[config.mk]
export PLATFORM = sky130hd
export DESIGN_NAME = dhdc_core
export DESIGN_NICKNAME = d
export VERILOG_FILES = /design/src/dhdc_pkg.sv /design/src/dhdc_stepper.sv /design/src/dhdc_timer.sv /design/src/dhdc_core.sv
export SDC_FILE = /design/constraint.sdc
export NUM_CORES = 1
export LEC_CHECK = 0
export BUFFER_PORTS_ARGS = -buffer_cell sky130_fd_sc_hd__buf_2
export CAP_MARGIN = 30
export CORE_ASPECT_RATIO = 0.8
export CORE_UTILIZATION = 29
export CTS_CLUSTER_SIZE = 12
export DETAILED_ROUTE_END_ITERATION = 10
export GPL_ROUTABILITY_DRIVEN = 0
export PLACE_DENSITY = 0.45
export SETUP_SLACK_MARGIN = 0.3
export SLEW_MARGIN = 10
export SYNTH_ARGS = -nofsm -noshare
export SYNTH_HDL_FRONTEND = slang
export SYNTH_HIERARCHICAL = 1
export SYNTH_SLANG_ARGS = --single-unit
export TNS_END_PERCENT = 10
[constraint.sdc]
create_clock -name core_clk_in -period 9 [get_ports core_clk_in]
set_input_delay 0.9 -clock core_clk_in [delete_from_list [all_inputs] [get_ports core_clk_in]]
set_output_delay 0.9 -clock core_clk_in [all_outputs]
set_load 0.05 [all_outputs]
[src/dhdc_pkg.sv]
// Constants and types for the disk head and drive command interpreter
package dhdc_pkg;
  localparam logic [7:0] CMD_RESTORE = 8'h08;
  localparam logic [7:0] CMD_SEEK = 8'h09;
  localparam logic [7:0] CMD_HEAD = 8'h0a;
  localparam logic [7:0] CMD_DRIVE = 8'h0b;
  localparam logic [7:0] CMD_POLL = 8'h0c;
  localparam logic [7:0] CMD_FORMAT = 8'h0d;
  localparam logic [7:0] CMD_BOOT = 8'h0f;
  localparam logic [7:0] ERR_BAD_VALUE = 8'h04;
  localparam logic [7:0] ERR_TIMEOUT = 8'h07;
  localparam logic [7:0] ERR_NOT_SELECTED = 8'h09;
  localparam logic [7:0] ERR_NO_DRIVE = 8'h0b;
  localparam logic [7:0] ERR_STEP_LIMIT = 8'h0e;
  localparam logic [7:0] ERR_UNDERRUN = 8'h0f;
  // Register addresses
  localparam logic [3:0] A_CMD = 4'h0;
  localparam logic [3:0] A_ERROR = 4'h1;
  localparam logic [3:0] A_REASON = 4'h2;
  localparam logic [3:0] A_DRIVE = 4'h3;
  localparam logic [3:0] A_CYL_LO = 4'h4;
  localparam logic [3:0] A_CYL_HI = 4'h5;
  localparam logic [3:0] A_HEAD = 4'h6;
  localparam logic [3:0] A_CUR_LO = 4'h7;
  localparam logic [3:0] A_CUR_HI = 4'h8;
  localparam logic [3:0] A_STATUS = 4'h9;
  localparam logic [3:0] A_TYPE = 4'ha;
  localparam logic [3:0] A_NCYL_LO = 4'hb;
  localparam logic [3:0] A_NCYL_HI = 4'hc;
  localparam logic [3:0] A_NHEADS = 4'hd;
  localparam logic [3:0] A_NSECT = 4'he;
  localparam logic [3:0] A_BUFIDX = 4'hf;
  // Drive type byte fields
  localparam int DT_EXISTS = 0;
  localparam int DT_POLL = 1;
  localparam int DT_SEEKC = 2;
  // Format table layout
  localparam logic [8:0] FMT_TABLE_BASE = 9'h080;
  localparam logic [8:0] FMT_CMD_BYTES = 9'h008;
  localparam int FMT_MAX_BYTES = 384;
  // Boot workspace base in words
  localparam logic [15:0] BOOT_WS_BASE = 16'h0169;
  // Timing
  localparam int CLK_HZ = 25000000;
  localparam int READY_TIMEOUT_S = 1;
  localparam int READY_TIMEOUT_CYC = CLK_HZ * READY_TIMEOUT_S;
  localparam int STEP_PULSE_US = 10;
  localparam int STEP_PULSE_CYC = (STEP_PULSE_US * CLK_HZ + 999999) / 1000000;
  typedef enum logic [3:0] {
    DHDC_IDLE = 4'b0000,
    DHDC_SELECT = 4'b0001,
    DHDC_HEAD = 4'b0011,
    DHDC_STEP = 4'b0010,
    DHDC_WAIT = 4'b0110,
    DHDC_FORMAT = 4'b0111,
    DHDC_DONE = 4'b0101,
    DHDC_HALT = 4'b0100
  } dhdc_state_e;
endpackage : dhdc_pkg

[src/dhdc_stepper.sv]
// Head step pulse generator with direction latch and done strobe
`timescale 1ns/1ps
module dhdc_stepper (
  // Clock and reset
  input wire logic core_clk_in,
  input wire logic resetn_in,
  input wire logic clk_en_in,
  // Control
  input wire logic go_in,
  input wire logic inward_in,
  // Status
  output logic busy_out,
  output logic done_out,
  // Drive pins
  output logic step_out,
  output logic step_direction_inward_out
);
  // Two pulse widths must fit, so the count is wider than a byte
  localparam logic [9:0] PULSE = 10'(dhdc_pkg::STEP_PULSE_CYC);
  logic [9:0] cnt;
  logic [9:0] next_cnt;
  logic dir;
  logic next_dir;
  logic done;
  logic next_done;
  always_comb
  begin
    next_cnt = cnt;
    next_dir = dir;
    next_done = 1'b0;
    if (cnt != 10'h000)
    begin
      next_cnt = cnt - 10'h001;
      next_done = (cnt == 10'h001);
    end
    else if (go_in)
    begin
      next_dir = inward_in;
      next_cnt = PULSE + PULSE;
    end
  end
  always_ff @(posedge core_clk_in or negedge resetn_in)
  begin
    if (!resetn_in)
    begin
      cnt <= 10'h000;
      dir <= 1'b0;
      done <= 1'b0;
    end
    else if (clk_en_in)
    begin
      cnt <= next_cnt;
      dir <= next_dir;
      done <= next_done;
    end
  end
  // Direction settles one cycle before the pulse rises, then holds
  assign step_out = (cnt > PULSE) && (cnt != PULSE + PULSE);
  assign step_direction_inward_out = dir;
  assign busy_out = (cnt != 10'h000);
  assign done_out = done;
endmodule : dhdc_stepper

[src/dhdc_timer.sv]
// One second ready-wait timer
`timescale 1ns/1ps
module dhdc_timer #(
  parameter int TIMEOUT_CYC = dhdc_pkg::READY_TIMEOUT_CYC
) (
  // Clock and reset
  input wire logic core_clk_in,
  input wire logic resetn_in,
  input wire logic clk_en_in,
  // Control
  input wire logic run_in,
  // Status
  output logic expired_out
);
  logic [24:0] cnt;
  logic [24:0] next_cnt;
  always_comb
  begin
    next_cnt = 25'h0000000;
    if (run_in)
    begin
      next_cnt = (cnt > 25'(TIMEOUT_CYC)) ? cnt : cnt + 25'h0000001;
    end
  end
  always_ff @(posedge core_clk_in or negedge resetn_in)
  begin
    if (!resetn_in)
    begin
      cnt <= 25'h0000000;
    end
    else if (clk_en_in)
    begin
      cnt <= next_cnt;
    end
  end
  // More than the limit must pass, hence strictly greater
  assign expired_out = run_in && (cnt > 25'(TIMEOUT_CYC));
endmodule : dhdc_timer

[src/dhdc_core.sv]
// Command interpreter for head positioning and drive management
//
// Chosen here: strobed register access and the register offsets.
`timescale 1ns/1ps
module dhdc_core #(
  parameter int TIMEOUT_CYC = dhdc_pkg::READY_TIMEOUT_CYC
) (
  // Clock and reset
  input wire logic core_clk_in,
  input wire logic resetn_in,
  input wire logic clk_en_in,
  // Register port
  input wire logic [3:0] addr_in,
  input wire logic [7:0] wdata_in,
  input wire logic wr_in,
  input wire logic rd_in,
  output logic [7:0] rdata_out,
  // Drive pins
  input wire logic track_zero_pin_in,
  input wire logic [3:0] drive_ready_in,
  output logic [3:0] drive_sel_out,
  output logic [3:0] head_sel_out,
  output logic step_out,
  output logic step_direction_inward_out,
  output logic error_pin_out,
  // Sector buffer write port
  output logic buf_we_out,
  output logic [8:0] buf_addr_out,
  output logic [7:0] buf_wdata_out,
  // Boot hand-off
  output logic boot_start_out,
  output logic [15:0] boot_entry_out,
  output logic [15:0] boot_ws_out
);
  // Per-drive parameter file: type, cylinders, heads, cylinder pos
  logic [7:0] pf_type [4];
  logic [15:0] pf_ncyl [4];
  logic [7:0] pf_nheads [4];
  logic [7:0] pf_cur [4][2];
  logic [7:0] drive, cyl_lo, cyl_hi, head, err, reason, nsect, bufidx;
  logic [7:0] type_w, nheads_w, ncyl_lo, ncyl_hi, cur_lo, cur_hi, cur_drive;
  logic [7:0] entry_lo, entry_hi, ws_lo, ws_hi;
  dhdc_pkg::dhdc_state_e st, next_st;
  logic [7:0] cmd, next_cmd;
  logic [15:0] steps, next_steps;
  logic phase, next_phase;
  logic [8:0] fidx, next_fidx;
  logic [1:0] pidx, next_pidx;
  logic step_go, step_busy, step_done, tmo, wait_run;
  logic [7:0] rdata, next_rdata;
  logic halted;

  function automatic logic disk_cmd(input logic [7:0] c);
    disk_cmd = (c == dhdc_pkg::CMD_RESTORE) || (c == dhdc_pkg::CMD_SEEK) ||
               (c == dhdc_pkg::CMD_POLL) || (c == dhdc_pkg::CMD_FORMAT);
  endfunction : disk_cmd

  function automatic logic [7:0] set_err(input logic [7:0] cur, input logic [7:0] code);
    set_err = (cur == 8'h00) ? code : cur;
  endfunction : set_err

  dhdc_stepper u_step (
    .core_clk_in(core_clk_in),
    .resetn_in(resetn_in),
    .clk_en_in(clk_en_in),
    .go_in(step_go),
    .inward_in(next_phase),
    .busy_out(step_busy),
    .done_out(step_done),
    .step_out(step_out),
    .step_direction_inward_out(step_direction_inward_out)
  );
  dhdc_timer #(.TIMEOUT_CYC(TIMEOUT_CYC)) u_tmr (
    .core_clk_in(core_clk_in),
    .resetn_in(resetn_in),
    .clk_en_in(clk_en_in),
    .run_in(wait_run),
    .expired_out(tmo)
  );

  logic [15:0] cur_cyl, tgt_cyl;
  logic [1:0] di;
  logic drv_ok;
  logic [7:0] sel_type;
  logic [8:0] fmt_end;
  assign cur_cyl = {cur_hi, cur_lo};
  // Reselecting the live drive must use the working copy, not the stale file
  assign sel_type = (drive == cur_drive) ? type_w : pf_type[di];
  assign tgt_cyl = {cyl_hi, cyl_lo};
  assign di = 2'(drive - 8'h01);
  assign drv_ok = (drive >= 8'h01) && (drive <= 8'h04);
  assign wait_run = (st == dhdc_pkg::DHDC_WAIT);
  assign halted = (st == dhdc_pkg::DHDC_HALT);

  // Command sequencer; registers written directly only while idle
  logic [7:0] n_err, n_reason, n_drive, n_head, n_cur_lo, n_cur_hi, n_cdrv;
  logic ld_file;
  always_comb
  begin
    next_st = st;
    next_cmd = cmd;
    next_steps = steps;
    next_phase = phase;
    next_fidx = fidx;
    next_pidx = pidx;
    n_err = err;
    n_reason = reason;
    n_drive = drive;
    n_head = head;
    n_cur_lo = cur_lo;
    n_cur_hi = cur_hi;
    n_cdrv = cur_drive;
    ld_file = 1'b0;
    step_go = 1'b0;
    case (st)
      dhdc_pkg::DHDC_IDLE:
      begin
        if (wr_in && addr_in == dhdc_pkg::A_CMD)
        begin
          next_cmd = wdata_in;
          next_steps = 16'h0000;
          next_pidx = 2'd0;
          if (wdata_in == dhdc_pkg::CMD_BOOT)
          begin
            if (err != 8'h00 || {ws_hi, ws_lo} > dhdc_pkg::BOOT_WS_BASE + 16'({bufidx, 6'h00}))
              next_st = dhdc_pkg::DHDC_HALT;
            else
              next_st = dhdc_pkg::DHDC_DONE;
          end
          else if (disk_cmd(wdata_in) && err != 8'h00)
            next_st = dhdc_pkg::DHDC_IDLE;
          else if (wdata_in == dhdc_pkg::CMD_POLL)
            next_st = dhdc_pkg::DHDC_WAIT;
          else if (wdata_in == dhdc_pkg::CMD_HEAD)
            next_st = dhdc_pkg::DHDC_HEAD;
          else if (wdata_in == dhdc_pkg::CMD_DRIVE || disk_cmd(wdata_in))
            next_st = dhdc_pkg::DHDC_SELECT;
        end
      end
      dhdc_pkg::DHDC_SELECT:
      begin
        if (drive > 8'h04)
        begin
          n_err = set_err(err, dhdc_pkg::ERR_BAD_VALUE);
          n_reason = (err == 8'h00) ? {4'h0, dhdc_pkg::A_DRIVE} : reason;
          n_cdrv = 8'h00;
          next_st = dhdc_pkg::DHDC_IDLE;
        end
        else
        begin
          ld_file = 1'b1;
          n_cdrv = drive;
          next_phase = 1'b1;
          if (cmd == dhdc_pkg::CMD_DRIVE)
            next_st = dhdc_pkg::DHDC_IDLE;
          else if (drive == 8'h00)
          begin
            n_err = dhdc_pkg::ERR_NOT_SELECTED;
            n_reason = 8'h00;
            next_st = dhdc_pkg::DHDC_IDLE;
          end
          else if (!sel_type[dhdc_pkg::DT_EXISTS])
          begin
            n_err = dhdc_pkg::ERR_NO_DRIVE;
            n_reason = 8'h00;
            next_st = dhdc_pkg::DHDC_IDLE;
          end
          else if (cmd == dhdc_pkg::CMD_FORMAT)
            next_st = dhdc_pkg::DHDC_HEAD;
          else
            next_st = dhdc_pkg::DHDC_STEP;
          // Restore starts inward only when on track zero, never a negative track
          next_phase = (cmd == dhdc_pkg::CMD_RESTORE) ? track_zero_pin_in : 1'b0;
        end
      end
      dhdc_pkg::DHDC_HEAD:
      begin
        if (head >= nheads_w)
        begin
          n_err = set_err(err, dhdc_pkg::ERR_BAD_VALUE);
          n_reason = (err == 8'h00) ? {4'h0, dhdc_pkg::A_HEAD} : reason;
          next_st = dhdc_pkg::DHDC_IDLE;
        end
        else
          next_st = (cmd == dhdc_pkg::CMD_FORMAT) ? dhdc_pkg::DHDC_STEP : dhdc_pkg::DHDC_IDLE;
      end
      dhdc_pkg::DHDC_STEP:
      begin
        if (!step_busy && !step_done)
        begin
          if (cmd == dhdc_pkg::CMD_RESTORE)
          begin
            if (phase && !track_zero_pin_in)
              next_phase = 1'b0;
            else if (!phase && track_zero_pin_in)
            begin
              n_cur_lo = 8'h00;
              n_cur_hi = 8'h00;
              next_st = dhdc_pkg::DHDC_DONE;
            end
            else if (steps >= {ncyl_hi, ncyl_lo})
            begin
              n_err = dhdc_pkg::ERR_STEP_LIMIT;
              n_reason = {7'h00, phase};
              next_st = dhdc_pkg::DHDC_IDLE;
            end
            else
            begin
              step_go = 1'b1;
              next_steps = steps + 16'h0001;
            end
          end
          else if (tgt_cyl >= {ncyl_hi, ncyl_lo})
          begin
            n_err = dhdc_pkg::ERR_BAD_VALUE;
            n_reason = {4'h0, dhdc_pkg::A_CYL_LO};
            next_st = dhdc_pkg::DHDC_IDLE;
          end
          else if (cur_cyl == tgt_cyl)
          begin
            // Seek-complete drives return now so others can seek too; format always waits for ready
            if (cmd == dhdc_pkg::CMD_FORMAT)
              next_st = dhdc_pkg::DHDC_WAIT;
            else if (type_w[dhdc_pkg::DT_SEEKC])
              next_st = dhdc_pkg::DHDC_DONE;
            else
              next_st = dhdc_pkg::DHDC_WAIT;
          end
          else
          begin
            next_phase = (tgt_cyl > cur_cyl);
            step_go = 1'b1;
            {n_cur_hi, n_cur_lo} = (tgt_cyl > cur_cyl) ? cur_cyl + 16'h0001 : cur_cyl - 16'h0001;
          end
        end
      end
      dhdc_pkg::DHDC_WAIT:
      begin
        if (cmd == dhdc_pkg::CMD_POLL && drive == 8'h00)
        begin
          next_pidx = pidx + 2'd1;
          if (pf_type[pidx][dhdc_pkg::DT_POLL] && drive_ready_in[pidx])
          begin
            n_drive = {6'h00, pidx} + 8'h01;
            next_st = dhdc_pkg::DHDC_SELECT;
            next_cmd = dhdc_pkg::CMD_DRIVE;
          end
          else if (tmo)
          begin
            n_drive = {6'h00, pidx} + 8'h01;
            n_err = dhdc_pkg::ERR_TIMEOUT;
            n_reason = 8'h00;
            next_st = dhdc_pkg::DHDC_IDLE;
          end
        end
        else if (!drv_ok)
        begin
          n_err = dhdc_pkg::ERR_BAD_VALUE;
          n_reason = {4'h0, dhdc_pkg::A_DRIVE};
          next_st = dhdc_pkg::DHDC_IDLE;
        end
        else if (drive_ready_in[di])
          next_st = (cmd == dhdc_pkg::CMD_FORMAT) ? dhdc_pkg::DHDC_FORMAT : dhdc_pkg::DHDC_DONE;
        else if (tmo)
        begin
          n_err = dhdc_pkg::ERR_TIMEOUT;
          n_reason = 8'h00;
          next_st = dhdc_pkg::DHDC_IDLE;
        end
      end
      dhdc_pkg::DHDC_FORMAT:
      begin
        // Command bytes then one interleave byte per sector up to 128 sectors, 256 bytes above that, left in buffer
        next_fidx = fidx + 9'h001;
        if (fidx + 9'h001 >= fmt_end)
        begin
          next_fidx = 9'h000;
          next_st = dhdc_pkg::DHDC_DONE;
        end
      end
      dhdc_pkg::DHDC_DONE:
        next_st = (cmd == dhdc_pkg::CMD_BOOT) ? dhdc_pkg::DHDC_HALT : dhdc_pkg::DHDC_IDLE;
      dhdc_pkg::DHDC_HALT:
        next_st = dhdc_pkg::DHDC_HALT;
      default:
        next_st = dhdc_pkg::DHDC_IDLE;
    endcase
  end

  assign fmt_end = (nsect > 8'h80) ? 9'(dhdc_pkg::FMT_MAX_BYTES)
                   : dhdc_pkg::FMT_TABLE_BASE + {1'b0, nsect};
  // Track from cylinder/head, or low logical sector when logical bit set
  logic logical_bit;
  assign logical_bit = type_w[7];
  always_comb
  begin
    buf_we_out = (st == dhdc_pkg::DHDC_FORMAT);
    buf_addr_out = fidx;
    if (fidx < dhdc_pkg::FMT_CMD_BYTES)
      buf_wdata_out = (fidx[0]) ? (logical_bit ? bufidx : head) : cyl_lo;
    else if (fidx < dhdc_pkg::FMT_TABLE_BASE)
      buf_wdata_out = 8'h00;
    else
      buf_wdata_out = 8'(fidx - dhdc_pkg::FMT_TABLE_BASE) + 8'h01;
  end

  // Register writes and read data
  always_comb
  begin
    next_rdata = 8'h00;
    case (addr_in)
      dhdc_pkg::A_ERROR: next_rdata = err;
      dhdc_pkg::A_REASON: next_rdata = reason;
      dhdc_pkg::A_DRIVE: next_rdata = drive;
      dhdc_pkg::A_CYL_LO: next_rdata = cyl_lo;
      dhdc_pkg::A_CYL_HI: next_rdata = cyl_hi;
      dhdc_pkg::A_HEAD: next_rdata = head;
      dhdc_pkg::A_CUR_LO: next_rdata = cur_lo;
      dhdc_pkg::A_CUR_HI: next_rdata = cur_hi;
      dhdc_pkg::A_STATUS: next_rdata = {4'h0, st};
      dhdc_pkg::A_TYPE: next_rdata = type_w;
      dhdc_pkg::A_NCYL_LO: next_rdata = ncyl_lo;
      dhdc_pkg::A_NCYL_HI: next_rdata = ncyl_hi;
      dhdc_pkg::A_NHEADS: next_rdata = nheads_w;
      dhdc_pkg::A_NSECT: next_rdata = nsect;
      dhdc_pkg::A_BUFIDX: next_rdata = bufidx;
      default: next_rdata = 8'h00;
    endcase
    if (!rd_in)
      next_rdata = 8'h00;
  end

  logic hw;
  assign hw = wr_in && (st == dhdc_pkg::DHDC_IDLE);
  always_ff @(posedge core_clk_in or negedge resetn_in)
  begin
    if (!resetn_in)
    begin
      st <= dhdc_pkg::DHDC_IDLE;
      {cmd, steps, phase, fidx, pidx, rdata} <= '0;
      {err, reason, drive, cur_drive, cyl_lo, cyl_hi, head, cur_lo, cur_hi} <= '0;
      {type_w, ncyl_lo, ncyl_hi, nheads_w, nsect, bufidx} <= '0;
      {entry_lo, entry_hi, ws_lo, ws_hi} <= '0;
      for (int i = 0; i < 4; i++)
      begin
        pf_type[i] <= 8'h00;
        pf_ncyl[i] <= 16'h0000;
        pf_nheads[i] <= 8'h00;
        pf_cur[i][0] <= 8'h00;
        pf_cur[i][1] <= 8'h00;
      end
    end
    else if (clk_en_in)
    begin
      st <= next_st;
      cmd <= next_cmd;
      steps <= next_steps;
      phase <= next_phase;
      fidx <= next_fidx;
      pidx <= next_pidx;
      rdata <= next_rdata;
      err <= (hw && addr_in == dhdc_pkg::A_ERROR) ? wdata_in : n_err;
      reason <= (hw && addr_in == dhdc_pkg::A_REASON) ? wdata_in : n_reason;
      drive <= (hw && addr_in == dhdc_pkg::A_DRIVE) ? wdata_in : n_drive;
      cur_drive <= n_cdrv;
      cur_lo <= n_cur_lo;
      cur_hi <= n_cur_hi;
      if (hw && addr_in == dhdc_pkg::A_CYL_LO) cyl_lo <= wdata_in;
      if (hw && addr_in == dhdc_pkg::A_CYL_HI) cyl_hi <= wdata_in;
      if (hw && addr_in == dhdc_pkg::A_HEAD) head <= wdata_in;
      if (hw && addr_in == dhdc_pkg::A_TYPE) type_w <= wdata_in;
      if (hw && addr_in == dhdc_pkg::A_NCYL_LO) ncyl_lo <= wdata_in;
      if (hw && addr_in == dhdc_pkg::A_NCYL_HI) ncyl_hi <= wdata_in;
      if (hw && addr_in == dhdc_pkg::A_NHEADS) nheads_w <= wdata_in;
      if (hw && addr_in == dhdc_pkg::A_NSECT) nsect <= wdata_in;
      if (hw && addr_in == dhdc_pkg::A_BUFIDX) bufidx <= wdata_in;
      // Boot entry and workspace share the cylinder and cylinder-count pairs
      entry_lo <= cyl_lo;
      entry_hi <= cyl_hi;
      ws_lo <= ncyl_lo;
      ws_hi <= ncyl_hi;
      if (ld_file)
      begin
        if (cur_drive != 8'h00)
        begin
          pf_type[2'(cur_drive - 8'h01)] <= type_w;
          pf_ncyl[2'(cur_drive - 8'h01)] <= {ncyl_hi, ncyl_lo};
          pf_nheads[2'(cur_drive - 8'h01)] <= nheads_w;
          pf_cur[2'(cur_drive - 8'h01)][0] <= cur_lo;
          pf_cur[2'(cur_drive - 8'h01)][1] <= cur_hi;
        end
        if (drive != 8'h00 && drive != cur_drive)
        begin
          type_w <= pf_type[di];
          {ncyl_hi, ncyl_lo} <= pf_ncyl[di];
          nheads_w <= pf_nheads[di];
          cur_lo <= pf_cur[di][0];
          cur_hi <= pf_cur[di][1];
        end
      end
    end
  end

  assign rdata_out = rdata;
  assign error_pin_out = halted && (err != 8'h00 || cmd == dhdc_pkg::CMD_BOOT) &&
                         (err != 8'h00);
  assign drive_sel_out = (cur_drive == 8'h00 || cur_drive > 8'h04) ? 4'h0
                         : 4'(4'h1 << (cur_drive - 8'h01));
  assign head_sel_out = head[3:0];
  // Boot start on an error-free halt; entry from the cylinder pair, workspace from the buffer index
  assign boot_start_out = halted && (err == 8'h00);
  assign boot_entry_out = {entry_hi, entry_lo};
  assign boot_ws_out = dhdc_pkg::BOOT_WS_BASE + 16'({bufidx, 6'h00});
endmodule : dhdc_core

==> metrics.txt <==
PD cells=247 mW/mm^2; grt total ovfl=0; remaining antenna violation count=0; via/cell ratio=5.56; CP Launch Type=flip-flop; worst-skew pair later-pin latency=610 ps; CTS H-tree depth=2; worst reg2reg path depth=14; post-DR wirelength/cell=24.2 um; Period minus WS final=5230 ps; P&R area growth vs syn=13.7%; max_cap viols=0; Post-synth ARST share=1.00; Core ar.=0.0812 sq mm; CTS root buf=clkbuf_16; CP Max Fanout=15; number of global-route vias before repair=19.1k; status=complete, no violations; DRT iter0 DRCs=1846; hpwl dp=61400 um; I/O pin count=92; die area=0.0839 sq mm; Seq/Total Area, Yosys=0.448; reg2reg start=cur_lo[7]; std cell rows=93; Num CTS Buffers=50; first-pass GRT wire length=130000 um; total number of vias=20.0k; Sum Neg Setup Slack=0 ps; Max rail drop VDD=0.000139 V; share of layout cells above drive strength 1=0.167; Synth Warn #=6; Setup Skew=28.6 ps; post-synth top area cell=dfrtp_1; Clock transition at path regs=60 ps; mapped cell area=0.0240 sq mm; Die W=324 um; top post-synthesis cells by count=dfrtp_1 (429), nand2_1 (318), o21ai_0 (242); Antenna Cells=0; reg2reg end=cur_hi[6]; Post-Layout Cell Count=3589; number of enable flip-flop cells after synthesis=0; Max-slew headroom=0.357; WS Path Type=flip-flop to flip-flop; Initial Util=0.295; clk sinks=429; Synth top area share=0.448; Distinct cells, synth=95; count leader, synth=dfrtp_1; PortBufs=84; largest net degree at the start of global routing=157; r2r setup slk=3770 ps; endpoints failing hold=0; Cells after Synth=2428; Hold WS=322 ps; CTS tree=done; setup bufs post-CTS=0; Pleak=12.2 nW; final setup fails=0; GRT Overall Usage=0.207; Clock Path Buffers=3; Post-Route WL=86900 um; die height=259 um; # nets final=2586; TritonRoute pass-1 iters=5; DRC=0; Critical Path AT=5700 ps; CTS resizes=0; CP required=9470 ps; worst hold path type=input pin to asynchronous set/reset pin; Least-Margin Pin Slew=960 ps; overall power=6.72 mW; ranking of synthesized cells by area=dfrtp_1 (45%), mux2_2 (5.7%), ha_1 (5.5%); total placed cells including tap cells=3496; initial antenna violation count=4; Post-Syn Area per Cell=9.88 sq um; Most used DFF post-synth=dfrtp_1; RSZ-0062 raised after global routing=no; Critical Path Sink Type=flip-flop; hold buffers post-CTS=0; Final Max Tran Viols=0; Synth Register Bits=429; Max Fclk=0.191 GHz; fin crit share=0.581
logic make-up after synthesis:
group,count (synthesis),share of synthesized area
adder cells (fa/ha/maj),108,0.0566
multiplexers,198,0.115
buffers and inverters,233,0.0395
XOR/XNOR,42,0.0153
other,2,0.000313
AO/OA/AOI/OAI,655,0.171
AND/OR/NAND/NOR,761,0.155
flip-flops,429,0.448
layout make-up:
type	count	area [sq um]
Timing Repair Buffer	121	796
Tap cell	1092	1370
Inverter	84	315
Fill cell	8347	54000
Clock inverter	17	234
Multi-Input combinational cell	1771	12400
Sequential cell	429	10700
Clock buffer	75	1470
critical path, stage by stage (launching register included):
cell and delay, ps:
dfrtp_1 460, inv_1 190, ha_1 350, nand4_1 200, nor4_1 740, or2_2 500, ha_1 370, a211oi_1 580
o211ai_1 230, a31oi_1 280, o21bai_1 170, and4b_1 200, or4_1 500, a221oi_1 270, nor2_1 80
cells in the final DEF, fill, tap and decap left out, types with 12 or more instances in the layout:
cell type | netlist | layout
o21ai_1 | 30 | 30
nor3_1 | 41 | 40
and3_1 | 17 | 17
nor2b_1 | 15 | 15
nand3_1 | 57 | 57
a31oi_1 | 17 | 17
a21oi_1 | 104 | 104
a22oi_1 | 19 | 19
nand2_1 | 318 | 314
clkbuf_16 | 0 | 50
o21ai_0 | 242 | 242
mux2i_1 | 26 | 26
clkbuf_8 | 0 | 12
o211ai_1 | 23 | 23
xnor2_1 | 15 | 15
nor4_1 | 22 | 22
dfrtp_1 | 429 | 428
or4_1 | 20 | 20
nand4_1 | 30 | 30
nor2_1 | 142 | 142
and2_1 | 17 | 17
mux2_2 | 122 | 122
ha_1 | 106 | 105
o31ai_1 | 13 | 13
a22o_1 | 25 | 25
inv_1 | 82 | 82
a21o_1 | 17 | 17
xor2_1 | 27 | 27
o22ai_1 | 47 | 47
buf_2 | 10 | 82
buf_4 | 12 | 33
mux4_2 | 49 | 49
clkbuf_1 | 116 | 13
nand2b_1 | 13 | 13
power by group:
group	switching (mW)	internal, mW	total [mW]
combinational	1.27	0.691	1.96
clock	0.861	1.27	2.13
sequential	0.456	2.18	2.63
total	2.59	4.14	6.72
worst max-delay path by stage:
stage	startpoint	end	slack (ps)	cells past startpoint
after global routing	cur_lo[7]	cur_hi[6]	3390	14
after global placement	cur_hi[4]	cur_hi[6]	3980	14
after floorplan	cur_hi[6]	cur_hi[6]	4960	16
after detailed placement	cur_hi[4]	cur_hi[6]	3960	14
after CTS	cur_hi[4]	cur_hi[6]	3940	14
final	cur_lo[7]	cur_hi[6]	3770	14
metal layers:
metal | global-route usage | share of wire
met1 | 0.308 | 0.47
met2 | 0.299 | 0.42
met3 | 0.0351 | 0.072
met4 | 0.0683 | 0.034
met5 | 0 | 0.00015
per-stage QoR:
stage,worst slack (ps),utilization,cell area [sq um]
detailed placement,3960,0.315,25600
finish,3770,0.336,27300
floorplan,4960,-,24000
CTS,3940,0.336,27200
global route,3390,0.336,27300
global placement,3980,0.314,25500
state kept, by name (all words and copies together), names as in the netlist, 9 cells and up:
register / count
pf_ncyl: 64
pf_cur: 64
buf_addr_out: 9
u_tmr/cnt: 25
pf_nheads: 32
u_step/cnt: 10
steps: 16
pf_type: 32
No activity file was read; power rests on OpenSTA's default activity.
